===== src/rtl/ubes_regs.svh =====
// Register map, field positions, reset values and counts of the serial port.
// Included by the design files; defines only.
`ifndef UBES_REGS_SVH
`define UBES_REGS_SVH

`define UBES_ADDR_W        16
`define UBES_ADDR_MODE     16'hff70
`define UBES_ADDR_ERR      16'hff71
`define UBES_ADDR_CSM      16'hff72
`define UBES_ADDR_BRG      16'hff73
`define UBES_ADDR_DATA     16'hff74
`define UBES_ADDR_STATE    16'hff75

`define UBES_RST_MODE      8'h00
`define UBES_RST_ERR       8'h00
`define UBES_RST_CSM       8'h00
`define UBES_RST_BRG       8'h00

`define UBES_MASK_MODE     8'hfc
`define UBES_MASK_CSM      8'h86
`define UBES_MASK_BRG      8'hf0

`define UBES_MODE_TXE      7
`define UBES_MODE_RXE      6
`define UBES_MODE_PS_HI    5
`define UBES_MODE_PS_LO    4
`define UBES_MODE_CL       3
`define UBES_MODE_SL       2

`define UBES_CSM_CSIE      7
`define UBES_CSM_DIR       2
`define UBES_CSM_CSCK      1

`define UBES_ERR_PE        2
`define UBES_ERR_FE        1
`define UBES_ERR_OVE       0

`define UBES_BRG_SRC_HI    7
`define UBES_BRG_SRC_LO    4
`define UBES_BRG_EXT       4'h8
`define UBES_BRG_INT_LAST  4'h7

`define UBES_PS_NONE       2'b00
`define UBES_PS_ZERO       2'b01
`define UBES_PS_ODD        2'b10
`define UBES_PS_EVEN       2'b11

`define UBES_OVS_MID       4'h7
`define UBES_OVS_LAST      4'hf
`define UBES_BITS_7        3'h6
`define UBES_BITS_8        3'h7

`endif


===== src/rtl/ubes_pkg.sv =====
// Types shared by the serial port modules.
// Assumes ubes_regs.svh supplies the numbers.
package ubes_pkg;

  typedef enum logic [2:0] {
    RX_IDLE   = 3'b000,
    RX_START  = 3'b001,
    RX_DATA   = 3'b010,
    RX_PARITY = 3'b011,
    RX_STOP   = 3'b100
  } ubes_rx_e;

  typedef enum logic [2:0] {
    TX_IDLE   = 3'b000,
    TX_START  = 3'b001,
    TX_DATA   = 3'b010,
    TX_PARITY = 3'b011,
    TX_STOP1  = 3'b100,
    TX_STOP2  = 3'b101
  } ubes_tx_e;

  typedef logic [3:0] ubes_src_t;

endpackage : ubes_pkg


===== src/rtl/ubes_baud_if.sv =====
// Link between the register side and the baud generator.
// Assumes both ends share the system clock.
`timescale 1ns/1ps
`default_nettype none

interface ubes_baud_if;
  ubes_pkg::ubes_src_t src;
  logic                restart;
  logic                ext_pin;
  logic                ext_ok;
  logic                sck_int;
  logic                tick16;
  logic                sck;

  modport gen  (input src, restart, ext_pin, ext_ok, sck_int,
                output tick16, sck);
  modport user (output src, restart, ext_pin, ext_ok, sck_int,
                input tick16, sck);
endinterface : ubes_baud_if

`default_nettype wire


===== src/rtl/ubes_baud_gen.sv =====
// Baud generator: system clock by 2^(n+1) prescaler or external pin edges.
// Assumes the external pin is already synchronous to the system clock.
`timescale 1ns/1ps
`default_nettype none
`include "ubes_regs.svh"

module ubes_baud_gen #(
  parameter int PRE_W = 8
) (
  input  wire logic  i_clk,
  input  wire logic  i_rst,
  ubes_baud_if.gen   bif
);

  logic [PRE_W-1:0] cnt_q;
  logic [PRE_W-1:0] mask;
  logic             pin_q;
  logic             int_sel;
  logic             ext_sel;
  logic             pre_done;

  // Mask covers bits 0..code, so a wrap happens every 2^(code+1) cycles
  genvar gi;
  generate
    for (gi = 0; gi < PRE_W; gi++) begin : g_mask
      assign mask[gi] = (gi <= int'(bif.src));
    end
  endgenerate

  assign int_sel  = (bif.src <= `UBES_BRG_INT_LAST);
  assign ext_sel  = (bif.src == `UBES_BRG_EXT) && bif.ext_ok;
  assign pre_done = int_sel && ((cnt_q & mask) == mask);

  // A control write restarts the count; writes mid-frame corrupt timing
  always_ff @(posedge i_clk or posedge i_rst) begin
    if (i_rst) begin
      cnt_q <= '0;
    end else if (bif.restart || !int_sel) begin
      cnt_q <= '0;
    end else begin
      cnt_q <= cnt_q + 1'b1;
    end
  end

  always_ff @(posedge i_clk or posedge i_rst) begin
    if (i_rst) begin
      pin_q <= 1'b0;
    end else begin
      pin_q <= bif.ext_pin;
    end
  end

  // Oversample tick at 16x baud: fx/2^(n+1) internally, every pin rise outside
  always_ff @(posedge i_clk or posedge i_rst) begin
    if (i_rst) begin
      bif.tick16 <= 1'b0;
    end else begin
      bif.tick16 <= pre_done || (ext_sel && bif.ext_pin && !pin_q);
    end
  end

  // Shift clock toggles per prescale wrap, giving fx/2^(n+2)
  always_ff @(posedge i_clk or posedge i_rst) begin
    if (i_rst) begin
      bif.sck <= 1'b1;
    end else if (!bif.sck_int) begin
      bif.sck <= 1'b1;
    end else if (pre_done) begin
      bif.sck <= !bif.sck;
    end
  end

endmodule : ubes_baud_gen

`default_nettype wire


===== src/rtl/uart_baud_and_error_status.sv =====
// Serial port: mode registers, UART frame engine, error status, baud source.
// Assumes a plain register port with read data one cycle after the strobe,
// and serial pins synchronous to I_CLK_SYS.
//
// How it works
// - Async needs clocked bits zero, LSB first
// - Unused pins released for port use
// - Error status defined only in async mode
// - Reset clears error status; bits 7-3 zero
// - Bit 2 set on parity mismatch
// - Bit 1 set on missing stop bit
// - Receiver checks one stop bit only
// - Bit 0 set on unread buffer overrun
// - Source field picks fx/2^(n+1) or pin
// - External baud pin only in async mode
// - Internal async rate fx/2^(n+1)/16
// - External async rate pin/16
// - Shift clock fx/2^(n+2)
// - Reset clears control; low nibble zero
// - Parity field: none, zero, odd, even
//
// Implementation choice: the address-and-strobe port.
`timescale 1ns/1ps
`default_nettype none
`include "ubes_regs.svh"

module uart_baud_and_error_status #(
  parameter int DATA_W = 8
) (
  input  wire logic                    I_CLK_SYS,
  input  wire logic                    I_RST,
  input  wire logic [`UBES_ADDR_W-1:0] i_ADDR,
  input  wire logic [DATA_W-1:0]       i_WDATA,
  input  wire logic                    i_WR,
  input  wire logic                    i_RD,
  output logic      [DATA_W-1:0]       o_RDATA,
  input  wire logic                    i_RXD,
  output logic                         o_TXD,
  input  wire logic                    i_ASCK,
  input  wire logic                    i_SCK,
  output logic                         o_SCK,
  output logic                         o_SCK_OE_N,
  output logic                         o_RXD_PORT,
  output logic                         o_TXD_PORT,
  output logic                         o_ASCK_PORT
);

  logic [DATA_W-1:0] mode_q;
  logic [DATA_W-1:0] csm_q;
  logic [DATA_W-1:0] brg_q;
  logic [2:0]        err_q;
  logic [DATA_W-1:0] rxbuf_q;
  logic              rx_full_q;

  logic wr_mode;
  logic wr_csm;
  logic wr_brg;
  logic wr_data;
  logic rd_err;
  logic rd_data;

  logic       txe;
  logic       rxe;
  logic [1:0] par_mode;
  logic       len8;
  logic       two_stop;
  logic       async_ok;
  logic       csi_on;
  logic       csi_int;
  logic       ext_src;

  ubes_baud_if bif ();

  assign wr_mode = i_WR && (i_ADDR == `UBES_ADDR_MODE);
  assign wr_csm  = i_WR && (i_ADDR == `UBES_ADDR_CSM);
  assign wr_brg  = i_WR && (i_ADDR == `UBES_ADDR_BRG);
  assign wr_data = i_WR && (i_ADDR == `UBES_ADDR_DATA);
  assign rd_err  = i_RD && (i_ADDR == `UBES_ADDR_ERR);
  assign rd_data = i_RD && (i_ADDR == `UBES_ADDR_DATA);

  assign txe      = mode_q[`UBES_MODE_TXE];
  assign rxe      = mode_q[`UBES_MODE_RXE];
  assign par_mode = mode_q[`UBES_MODE_PS_HI:`UBES_MODE_PS_LO];
  assign len8     = mode_q[`UBES_MODE_CL];
  assign two_stop = mode_q[`UBES_MODE_SL];
  assign csi_on   = csm_q[`UBES_CSM_CSIE];
  assign csi_int  = csi_on && csm_q[`UBES_CSM_CSCK];
  assign ext_src  = (brg_q[`UBES_BRG_SRC_HI:`UBES_BRG_SRC_LO]
                     == `UBES_BRG_EXT);

  // Any clocked-serial bit set makes the UART combination prohibited
  assign async_ok = (csm_q == `UBES_RST_CSM) && (txe || rxe);

  // Register writes; fixed-zero bits are masked off
  always_ff @(posedge I_CLK_SYS or posedge I_RST) begin
    if (I_RST) begin
      mode_q <= `UBES_RST_MODE;
      csm_q  <= `UBES_RST_CSM;
      brg_q  <= `UBES_RST_BRG;
    end else begin
      if (wr_mode) begin
        mode_q <= i_WDATA & `UBES_MASK_MODE;
      end
      if (wr_csm) begin
        csm_q <= i_WDATA & `UBES_MASK_CSM;
      end
      if (wr_brg) begin
        brg_q <= i_WDATA & `UBES_MASK_BRG;
      end
    end
  end

  assign bif.src     = brg_q[`UBES_BRG_SRC_HI:`UBES_BRG_SRC_LO];
  assign bif.restart = wr_brg;
  assign bif.ext_pin = i_ASCK;
  assign bif.ext_ok  = async_ok;
  assign bif.sck_int = csi_int;

  ubes_baud_gen #(
    .PRE_W (8)
  ) u_baud (
    .i_clk (I_CLK_SYS),
    .i_rst (I_RST),
    .bif   (bif)
  );

  // Receiver
  ubes_pkg::ubes_rx_e rx_st_q;
  logic [3:0]         rx_ph_q;
  logic [2:0]         rx_bit_q;
  logic [7:0]         rx_sh_q;
  logic               rx_par_q;
  logic               rx_on;
  logic               rx_mid;
  logic               rx_last_bit;
  logic               rx_ones;
  logic               par_bad;
  logic               rx_done;
  logic               stop_bad;

  assign rx_on       = async_ok && rxe;
  assign rx_mid      = bif.tick16 && (rx_ph_q == `UBES_OVS_LAST);
  assign rx_last_bit = (rx_bit_q == (len8 ? `UBES_BITS_8 : `UBES_BITS_7));
  assign rx_ones     = ^rx_sh_q;
  // Odd: data plus parity holds an odd count of ones; zero mode never checks
  assign par_bad = ((par_mode == `UBES_PS_ODD)  && !(rx_ones ^ rx_par_q)) ||
                   ((par_mode == `UBES_PS_EVEN) &&  (rx_ones ^ rx_par_q));
  // Only the first stop bit is sampled; a second one is treated as idle
  assign rx_done  = (rx_st_q == ubes_pkg::RX_STOP) && rx_mid;
  assign stop_bad = !i_RXD;

  always_ff @(posedge I_CLK_SYS or posedge I_RST) begin
    if (I_RST) begin
      rx_st_q  <= ubes_pkg::RX_IDLE;
      rx_ph_q  <= 4'h0;
      rx_bit_q <= 3'h0;
      rx_sh_q  <= 8'h00;
      rx_par_q <= 1'b0;
    end else if (!rx_on) begin
      rx_st_q <= ubes_pkg::RX_IDLE;
    end else if (bif.tick16) begin
      rx_ph_q <= rx_ph_q + 4'h1;
      case (rx_st_q)
        ubes_pkg::RX_IDLE: begin
          if (!i_RXD) begin
            rx_st_q <= ubes_pkg::RX_START;
            rx_ph_q <= 4'h0;
          end
        end
        ubes_pkg::RX_START: begin
          // Re-align to mid-bit; a glitch shorter than half a bit is dropped
          if (rx_ph_q == `UBES_OVS_MID) begin
            rx_ph_q  <= 4'h0;
            rx_bit_q <= 3'h0;
            rx_sh_q  <= 8'h00;
            rx_st_q  <= i_RXD ? ubes_pkg::RX_IDLE : ubes_pkg::RX_DATA;
          end
        end
        ubes_pkg::RX_DATA: begin
          if (rx_ph_q == `UBES_OVS_LAST) begin
            // LSB arrives first; 7-bit characters land in bits 6..0
            if (len8) begin
              rx_sh_q <= {i_RXD, rx_sh_q[7:1]};
            end else begin
              rx_sh_q <= {1'b0, i_RXD, rx_sh_q[6:1]};
            end
            rx_bit_q <= rx_bit_q + 3'h1;
            if (rx_last_bit) begin
              rx_st_q <= (par_mode == `UBES_PS_NONE) ?
                         ubes_pkg::RX_STOP : ubes_pkg::RX_PARITY;
            end
          end
        end
        ubes_pkg::RX_PARITY: begin
          if (rx_ph_q == `UBES_OVS_LAST) begin
            rx_par_q <= i_RXD;
            rx_st_q  <= ubes_pkg::RX_STOP;
          end
        end
        ubes_pkg::RX_STOP: begin
          if (rx_ph_q == `UBES_OVS_LAST) begin
            rx_st_q <= ubes_pkg::RX_IDLE;
          end
        end
        default: begin
          rx_st_q <= ubes_pkg::RX_IDLE;
        end
      endcase
    end
  end

  // Receive buffer; a completed frame always overwrites it
  always_ff @(posedge I_CLK_SYS or posedge I_RST) begin
    if (I_RST) begin
      rxbuf_q   <= 8'h00;
      rx_full_q <= 1'b0;
    end else if (rx_done) begin
      rxbuf_q   <= rx_sh_q;
      rx_full_q <= 1'b1;
    end else if (rd_data) begin
      rx_full_q <= 1'b0;
    end
  end

  // Error flags: set wins over the clear-on-read of the status register.
  // Until the buffer is read every new frame reports an overrun again.
  always_ff @(posedge I_CLK_SYS or posedge I_RST) begin
    if (I_RST) begin
      err_q <= 3'h0;
    end else if (rx_done) begin
      err_q[`UBES_ERR_PE]  <= par_bad || (err_q[`UBES_ERR_PE] && !rd_err);
      err_q[`UBES_ERR_FE]  <= stop_bad || (err_q[`UBES_ERR_FE] && !rd_err);
      err_q[`UBES_ERR_OVE] <= rx_full_q ||
                              (err_q[`UBES_ERR_OVE] && !rd_err);
    end else if (rd_err) begin
      err_q <= 3'h0;
    end
  end

  // Transmitter
  ubes_pkg::ubes_tx_e tx_st_q;
  logic [3:0]         tx_ph_q;
  logic [2:0]         tx_bit_q;
  logic [7:0]         tx_sh_q;
  logic               tx_par_q;
  logic               tx_on;
  logic               tx_bit_end;
  logic               tx_last_bit;

  assign tx_on       = async_ok && txe;
  assign tx_bit_end  = bif.tick16 && (tx_ph_q == `UBES_OVS_LAST);
  assign tx_last_bit = (tx_bit_q == (len8 ? `UBES_BITS_8 : `UBES_BITS_7));

  always_ff @(posedge I_CLK_SYS or posedge I_RST) begin
    if (I_RST) begin
      tx_st_q  <= ubes_pkg::TX_IDLE;
      tx_ph_q  <= 4'h0;
      tx_bit_q <= 3'h0;
      tx_sh_q  <= 8'h00;
      tx_par_q <= 1'b0;
      o_TXD    <= 1'b1;
    end else if (!tx_on) begin
      tx_st_q <= ubes_pkg::TX_IDLE;
      o_TXD   <= 1'b1;
    end else begin
      if (bif.tick16) begin
        tx_ph_q <= tx_ph_q + 4'h1;
      end
      case (tx_st_q)
        ubes_pkg::TX_IDLE: begin
          o_TXD <= 1'b1;
          // A write while busy is ignored
          if (wr_data) begin
            tx_sh_q  <= len8 ? i_WDATA : {1'b0, i_WDATA[6:0]};
            tx_par_q <= (par_mode == `UBES_PS_ODD) ?
                        !(len8 ? ^i_WDATA : ^i_WDATA[6:0]) :
                        (par_mode == `UBES_PS_EVEN) ?
                        (len8 ? ^i_WDATA : ^i_WDATA[6:0]) : 1'b0;
            tx_ph_q  <= 4'h0;
            tx_bit_q <= 3'h0;
            tx_st_q  <= ubes_pkg::TX_START;
            o_TXD    <= 1'b0;
          end
        end
        ubes_pkg::TX_START: begin
          if (tx_bit_end) begin
            o_TXD   <= tx_sh_q[0];
            tx_sh_q <= {1'b0, tx_sh_q[7:1]};
            tx_st_q <= ubes_pkg::TX_DATA;
          end
        end
        ubes_pkg::TX_DATA: begin
          if (tx_bit_end) begin
            tx_bit_q <= tx_bit_q + 3'h1;
            if (tx_last_bit) begin
              if (par_mode == `UBES_PS_NONE) begin
                o_TXD   <= 1'b1;
                tx_st_q <= ubes_pkg::TX_STOP1;
              end else begin
                o_TXD   <= tx_par_q;
                tx_st_q <= ubes_pkg::TX_PARITY;
              end
            end else begin
              o_TXD   <= tx_sh_q[0];
              tx_sh_q <= {1'b0, tx_sh_q[7:1]};
            end
          end
        end
        ubes_pkg::TX_PARITY: begin
          if (tx_bit_end) begin
            o_TXD   <= 1'b1;
            tx_st_q <= ubes_pkg::TX_STOP1;
          end
        end
        ubes_pkg::TX_STOP1: begin
          if (tx_bit_end) begin
            tx_st_q <= two_stop ? ubes_pkg::TX_STOP2 : ubes_pkg::TX_IDLE;
          end
        end
        ubes_pkg::TX_STOP2: begin
          if (tx_bit_end) begin
            tx_st_q <= ubes_pkg::TX_IDLE;
          end
        end
        default: begin
          tx_st_q <= ubes_pkg::TX_IDLE;
          o_TXD   <= 1'b1;
        end
      endcase
    end
  end

  // Pin roles: a pin not needed by the chosen direction or source is a port
  always_ff @(posedge I_CLK_SYS or posedge I_RST) begin
    if (I_RST) begin
      o_RXD_PORT  <= 1'b1;
      o_TXD_PORT  <= 1'b1;
      o_ASCK_PORT <= 1'b1;
      o_SCK_OE_N  <= 1'b1;
      o_SCK       <= 1'b1;
    end else begin
      o_RXD_PORT  <= !(async_ok && rxe) && !csi_on;
      o_TXD_PORT  <= !(async_ok && txe) && !csi_on;
      o_ASCK_PORT <= !(async_ok && ext_src) && !csi_on;
      // The shift pin is driven only with the internal clock selected
      o_SCK_OE_N  <= !csi_int;
      o_SCK       <= bif.sck;
    end
  end

  // Read port; unmapped addresses read zero
  always_ff @(posedge I_CLK_SYS or posedge I_RST) begin
    if (I_RST) begin
      o_RDATA <= '0;
    end else if (i_RD) begin
      case (i_ADDR)
        `UBES_ADDR_MODE:  o_RDATA <= mode_q;
        // Undefined in clocked mode; reads zero there for determinism
        `UBES_ADDR_ERR:   o_RDATA <= csi_on ? 8'h00 :
                                     {5'h00, err_q};
        `UBES_ADDR_CSM:   o_RDATA <= csm_q;
        `UBES_ADDR_BRG:   o_RDATA <= brg_q;
        `UBES_ADDR_DATA:  o_RDATA <= rxbuf_q;
        `UBES_ADDR_STATE: o_RDATA <= {5'h00, async_ok, rx_full_q,
                                      (tx_st_q != ubes_pkg::TX_IDLE)};
        default:          o_RDATA <= 8'h00;
      endcase
    end
  end

  // External shift clock input is consumed by the clocked engine, not here
  logic unused_sck;
  assign unused_sck = i_SCK & csm_q[`UBES_CSM_DIR];

endmodule : uart_baud_and_error_status

`default_nettype wire


===== config.mk =====
export PLATFORM = sky130hd
export DESIGN_NAME = uart_baud_and_error_status
export DESIGN_NICKNAME = d
export VERILOG_FILES = /design/src/rtl/ubes_pkg.sv /design/src/rtl/ubes_baud_if.sv /design/src/rtl/ubes_baud_gen.sv /design/src/rtl/uart_baud_and_error_status.sv
export VERILOG_INCLUDE_DIRS = /design/src /design/src/rtl
export SDC_FILE = /design/constraint.sdc
export NUM_CORES = 1
export LEC_CHECK = 0
export BUFFER_PORTS_ARGS = -buffer_cell sky130_fd_sc_hd__clkbuf_2
export CAP_MARGIN = 25
export CORE_UTILIZATION = 55
export DETAILED_ROUTE_END_ITERATION = 10
export PLACE_DENSITY = 0.74
export SYNTH_ARGS = -nofsm -noshare
export SYNTH_HDL_FRONTEND = slang
export SYNTH_SLANG_ARGS = --single-unit

===== constraint.sdc =====
create_clock -name I_CLK_SYS -period 3.9 [get_ports I_CLK_SYS]
set_input_delay 0.78 -clock I_CLK_SYS [delete_from_list [all_inputs] [get_ports I_CLK_SYS]]
set_output_delay 0.78 -clock I_CLK_SYS [all_outputs]
set_load 0.005 [all_outputs]

Word level (Yosys, flattened, before mapping)
Cells that the tools add are included.
- flip-flop bits (word level): 88
- bits of input ports: 31
- output and inout bits: 14
- logic and storage cells: 219
- add/sub/neg operators: 5
- order comparisons: 8
- eq/ne operators: 46
- multiplexer cells: 64
- bitwise gates (word level): 2
- reduce and logical (&&, ||, !) cells: 67
- operator list (cell ; count):
    16-bit == test, second input constant ; 6
    3-bit two-way mux ; 25
    8-bit two-way mux ; 9
    8-bit one-hot mux with 6 select lines ; 1
    3-bit inequality test, second input constant ; 13
    1-bit logical AND ; 25
    8-bit one-hot mux with 3 select lines ; 1
    4-bit two-way mux ; 5
    3-bit one-hot mux with 6 select lines ; 1
    3-bit by 4-bit less-or-equal comparator with 1-bit output, first input constant ; 4
    2-bit inequality test, second input constant ; 8
    8-bit one-hot mux with 2 select lines ; 1
    8-bit parity ; 2
    1-bit two-way mux ; 15
    3-bit one-hot mux with 5 select lines ; 1
    7-bit AND reduction ; 2
    3-bit by 2-bit == test with 1-bit output, second input constant ; 4
    4-bit == test, second input constant ; 3
    1-bit logical NOT ; 12
    3-bit one-hot mux with 2 select lines ; 2
    4-bit AND reduction ; 3
    3-bit == test, second input constant ; 3
    4-bit by 1-bit adder with 4-bit output, second input constant ; 2
    8-bit by 1-bit adder with 8-bit output, second input constant ; 1
    27 further kinds ; 43

Logic depth before layout (Yosys ltp)
- depth in word-level cells: 7
- gate-level depth with buffers: 8
- depth with buffers taken out: 6

Modules after synthesis
A second synthesis with hierarchy kept.
- cells, all modules: 457
- area total of the unflattened synthesis: 4693.3 sq um
- by module, submodules not included (module ; times used ; cells an instance ; area an instance (sq um) ; sequential area each (sq um)):
    uart_baud_and_error_status ; 1 ; 404 ; 4161.5 ; 1934.4
    ubes_baud_gen ; 1 ; 53 ; 531.8 ; 276.5

Worst setup path before layout
No wires, ideal clock.
- kind: input -> register
- start: input i_ADDR[1]
- end: register tx_bit_q[1]
- library setup time: 125 ps
- arrival time: 2173 ps
- slack: 1602 ps
- stages: 6
- path buffers: 1
- cell sequence: buf_4 > nor2_8 > nand2_4 > or4_4 > o21ai_2 > mux2_2
- word-level cells in the longest chain between the ends: 4
- ends and longest elaborated chain (what ; line ; source):
    start: declaration ; uart_baud_and_error_status.sv:32 ; input wire logic [`UBES_ADDR_W-1:0] i_ADDR,
    16-bit == test ; -- ;
    1-bit logical AND ; uart_baud_and_error_status.sv:77 ; assign wr_data = i_WR && (i_ADDR == `UBES_ADDR_DATA);
    2-bit inequality test (no source line) ; -- ;
    4-bit AND reduction (no source line) ; -- ;
    end signal: assignment ; uart_baud_and_error_status.sv:294 ; tx_bit_q <= tx_bit_q + 3'h1;
    end: declaration ; uart_baud_and_error_status.sv:243 ; logic [2:0] tx_bit_q;
Every way passes these cells.
A chain may end at the register's enable or synchronous reset.

Worst setup path after layout
- start: input i_ADDR[2]
- end: register tx_sh_q[6]
- word-level cells in the longest chain between the ends: 4
- ends and longest elaborated chain (what ; line ; source):
    16-bit == test ; -- ;
    1-bit logical AND ; uart_baud_and_error_status.sv:77 ;
    2-bit inequality test (no source line) ; -- ;
    6-bit AND reduction (no source line) ; -- ;
    end signal: assignment ; uart_baud_and_error_status.sv:274 ; tx_sh_q <= len8 ? i_WDATA : {1'b0, i_WDATA[6:0]};
    end signal: assignment ; uart_baud_and_error_status.sv:288 ; tx_sh_q <= {1'b0, tx_sh_q[7:1]};
    end signal: assignment ; uart_baud_and_error_status.sv:305 ; tx_sh_q <= {1'b0, tx_sh_q[7:1]};
    end: declaration ; uart_baud_and_error_status.sv:244 ; logic [7:0] tx_sh_q;
Every way passes these cells.

==> summary.md <==
| Metric | Value |
|---|---|
| Final hold vios | `0` |
| Yosys cell types | `66` |
| DP Wirelength | `7.28 mm` |
| Clock power frac | `around a third` |
| Number of synthesized flops with an enable pin | `0` |
| Vias in the first global route | `3612` |
| Critical Path Sink Type | `flip-flop` |
| Bufs and invs on worst path | `1` |
| Sw Pwr | `423 uW` |
| CTS buffer count | `9` |
| Layout cells sized above 1 | `19.3%` |
| Top_reg_cell synth | `dfrtp_1` |
| Setup CP Type | `in -> reg` |
| Dpl cells | `627` |
| Post-Syn Nets | `535` |
| DRT Pass-1 Iters | `5` |
| Antenna cell count | `0` |
| DRT iter0 DRCs | `~250` |
| GRT Util Overall | `24.9%` |
| Row Count | `33` |
| FMAX | `403 MHz` |
| Crit path cell chain | `clkbuf_2 > nor3b_2 > and4_1 > a21o_2 > and2_1 > a21oi_1` |
| Worst EP required | `4120 ps` |
| Cell Area, Synth | `4740 um2` |
| Unrepaired setup endpoints after global routing | `false` |
| Clock sinks | `88` |
| Combinational share of power | `7.5%` |
| Setup WS post-layout | `1420 ps` |
| Worst reg2reg setup slack | `1520 ps` |
| Final Non-Filler Cells | `643` |
| Initial core utilization | `roughly 57%` |
| Clock latency on the worst-skew pair | `360 ps` |
| Cts repair resizes | `0` |
| Fin util | `62.6%` |
| Critical path's slowest cell | `nor3b_2` |
| CTS Hold Bufs | `0` |
| Yosys warning total | `0` |
| CP startpoint kind | `primary input` |
| DRC Markers | `0` |
| Largest net degree at the start of global routing | `35` |
| Sw Ratio | `25.5%` |
| Via count | `3710` |
| First-pass GRT wire length | `between 15 and 20 mm` |
| Min-delay src | `u_baud.bif.sck$_DFFE_PP1P_` |
| Share of the yosys chip area belonging to registers | `roughly 47%` |
| Routed len/inst | `15.6 um` |
| CTS tree | `done` |
| Die Area | `approximately 9000 um2` |
| Final Cycle Share | `between 60% and 70%` |
| P_int | `between 1000 and 1500 uW` |
| Max FO, Critical Path | `19` |
| CP top delay family | `simple AND/OR/NAND/NOR gates` |
| Number of synthesized register bits | `88` |
| ANT nets after route | `0` |
| Arrival time at the worst endpoint | `2700 ps` |
| Post-CTS setup buffers | `0` |
| LEAKAGE | `0.00230 uW` |
| Die height | `94.9 um` |
| Tightest Pin Transition | `789 ps` |
| Final setup TNS | `0 ps` |
| Delay of the slowest critical-path stage | `about 470 ps` |
| IO Pins | `45` |
| Worst r2r src | `csm_q[7]$_DFFE_PP0P_` |
| Clock Pin Slew Worst Setup and Hold Paths | `90 ps` |
| Hold Crit Endpoint | `o_SCK$_DFF_PP1_` |
| Run status | `finished, final reports clean` |
| Slew margin rel. | `47.0%` |
| Worst Reg-to-Reg Cells | `4` |
| Clock Skews | `14.4 ps` |
| Minimum clock period | `2480 ps` |
| Worst Hold Depth | `0` |
| Maxcap violations | `0` |
| Buffers on Ports | `between 40 and 50` |
| PD cells | `about 320 nW/um2` |
| Fillers | `693` |
| Die Width | `94.9 um` |
| Gp weighted congestion | `0.876` |
| Root Driver | `clkbuf_8` |
| Gr ovfl total | `0` |
| Synth async-reset ratio | `100%` |
| Worst ir drop on vdd | `0.216 mV` |
| Pins Over Slew Limit | `0` |
| Final setup violation count | `0` |
| Antenna violations before repair | `0` |
| Core ar. | `8300 um2` |
| Clk buf depth | `2` |
| WHS | `380 ps` |
| Reg2reg end | `tx_sh_q[6]$_DFFE_PP0P_` |
| Hold Crit Class | `reg -> reg` |
| Synth Instances | `499` |
| Avg Inst Size Synth | `9.51 um2` |
| Place WS | `1090 ps` |
| H-Tree Depth | `3` |
| Vias per cell | `5.77` |
| Final wirelength | `just over 10 mm` |
| Post-layout nets | `about 570` |
| Seq pwr share | `58.0%` |
| Area growth from synthesis to layout | `9.57%` |
-- stage by stage --
| stage | power, uW | cell area (um2) |
|---|---|---|
| after floorplan | 1060 | 4740 |
| after global placement | 1100 | 5000 |
| after detailed placement | 1110 | 5020 |
| after CTS | 1680 | 5200 |
| after global routing | 1740 | 5200 |
| final | 1660 | 5200 |
-- power by group through the flow --
| stage | Sequential [uW] | Clock (uW) | Combinational (uW) |
|---|---|---|---|
| finish | 965 | 572 | 125 |
| global route | 970 | 624 | 144 |
| CTS | 965 | 583 | 127 |
| detailed placement | 982 | 0 | 127 |
| global placement | 983 | 0 | 121 |
| floorplan | 977 | 0 | 85.5 |
-- final cells by class --
cell class,count,area (um2),area share (%)
Sequential cell,88,2210,42.5
Clock buffer,11,141,2.72
Inverter,20,76.3,1.47
Timing Repair Buffer,48,265,5.10
Multi-Input combinational cell,366,2340,45.0
Tap cell,105,131,2.53
Clock inverter,5,33.8,0.650
-- cells in the final DEF (no fill, tap or decap), types with 3 or more instances in the layout --
master	netlist	routed
nor2b_1	4	4
and3_1	3	3
inv_1	20	19
buf_4	3	4
and2_1	6	6
clkbuf_8	0	10
a31oi_1	3	3
ha_1	5	5
or3_1	4	4
o21ai_0	35	35
clkbuf_2	2	43
nor4_1	3	3
nor2_1	24	24
nand3_1	19	19
mux2i_1	10	10
nand4_1	6	6
mux2_2	19	19
clkinv_2	0	3
xor2_1	7	7
nand2b_1	7	7
nor3_1	5	5
a22o_1	3	3
nand4b_1	3	3
a21oi_1	37	37
nor4bb_1	3	3
o21a_1	4	4
o22ai_1	8	8
a2111o_1	3	3
dfstp_2	7	7
xnor2_1	20	20
nand3b_1	4	4
dfrtp_1	81	81
nand2_1	74	74
o31ai_1	6	6
-- how the worst max path moves through the flow --
stage | endpoint | startpoint | cells after the start
2_1_floorplan | brg_q[4]$_DFFE_PP0P_ | I_RST | 1
3_3_place_gp | tx_sh_q[4]$_DFFE_PP0P_ | i_ADDR[2] | 6
3_5_place_dp | tx_sh_q[6]$_DFFE_PP0P_ | i_ADDR[2] | 6
4_1_cts | tx_sh_q[6]$_DFFE_PP0P_ | i_ADDR[2] | 6
5_1_grt | tx_sh_q[3]$_DFFE_PP0P_ | i_ADDR[2] | 6
6_report | tx_sh_q[6]$_DFFE_PP0P_ | i_ADDR[2] | 6
-- kinds of logic after synthesis --
| group | Yosys count | share of synthesized area (%) |
|---|---|---|
| AO/OA/AOI/OAI | 120 | 15.5 |
| buffers and inverters | 45 | 4.09 |
| adder cells (fa/ha/maj) | 5 | 1.32 |
| multiplexers | 29 | 6.62 |
| XOR/XNOR | 27 | 4.98 |
| AND/OR/NAND/NOR | 185 | 20.9 |
| flip-flops | 88 | 46.6 |
-- metal layers --
layer  share of wire (%)  GRT usage, %
met4                 1.7          8.96
met1                  46          34.5
met3                 4.5          3.30
met2                  48          39.9
met5                   0             0
-- registers in the layout, indices dropped and copies added (netlist names), 3 cells and up --
signal,cells
err_q,3
rx_bit_q,3
o_RDATA,8
tx_st_q,3
rxbuf_q,8
rx_st_q,3
tx_bit_q,3
mode_q,6
csm_q,3
u_baud.cnt_q,8
rx_ph_q,4
tx_ph_q,4
rx_sh_q,8
brg_q,4
tx_sh_q,8
-- synth_stat cells, drive strengths merged, types with 5 or more instances --
master / n / area (um2)
nor3: 5 / 25.0
and2: 6 / 37.5
inv: 20 / 75.1
buf: 7 / 48.8
clkbuf: 18 / 70.1
o31ai: 6 / 45.0
xnor2: 20 / 175
dfstp: 7 / 184
dfrtp: 81 / 2030
mux2i: 10 / 100
ha: 5 / 62.6
o22ai: 8 / 50.1
mux2: 19 / 214
xor2: 7 / 61.3
nand2b: 7 / 43.8
nand2: 75 / 289
o21ai: 37 / 189
a21oi: 38 / 194
nor2: 25 / 110
nor4: 5 / 52.6
nand3: 19 / 95.1
nand4: 6 / 37.5
(Power assumes the default switching activity.)
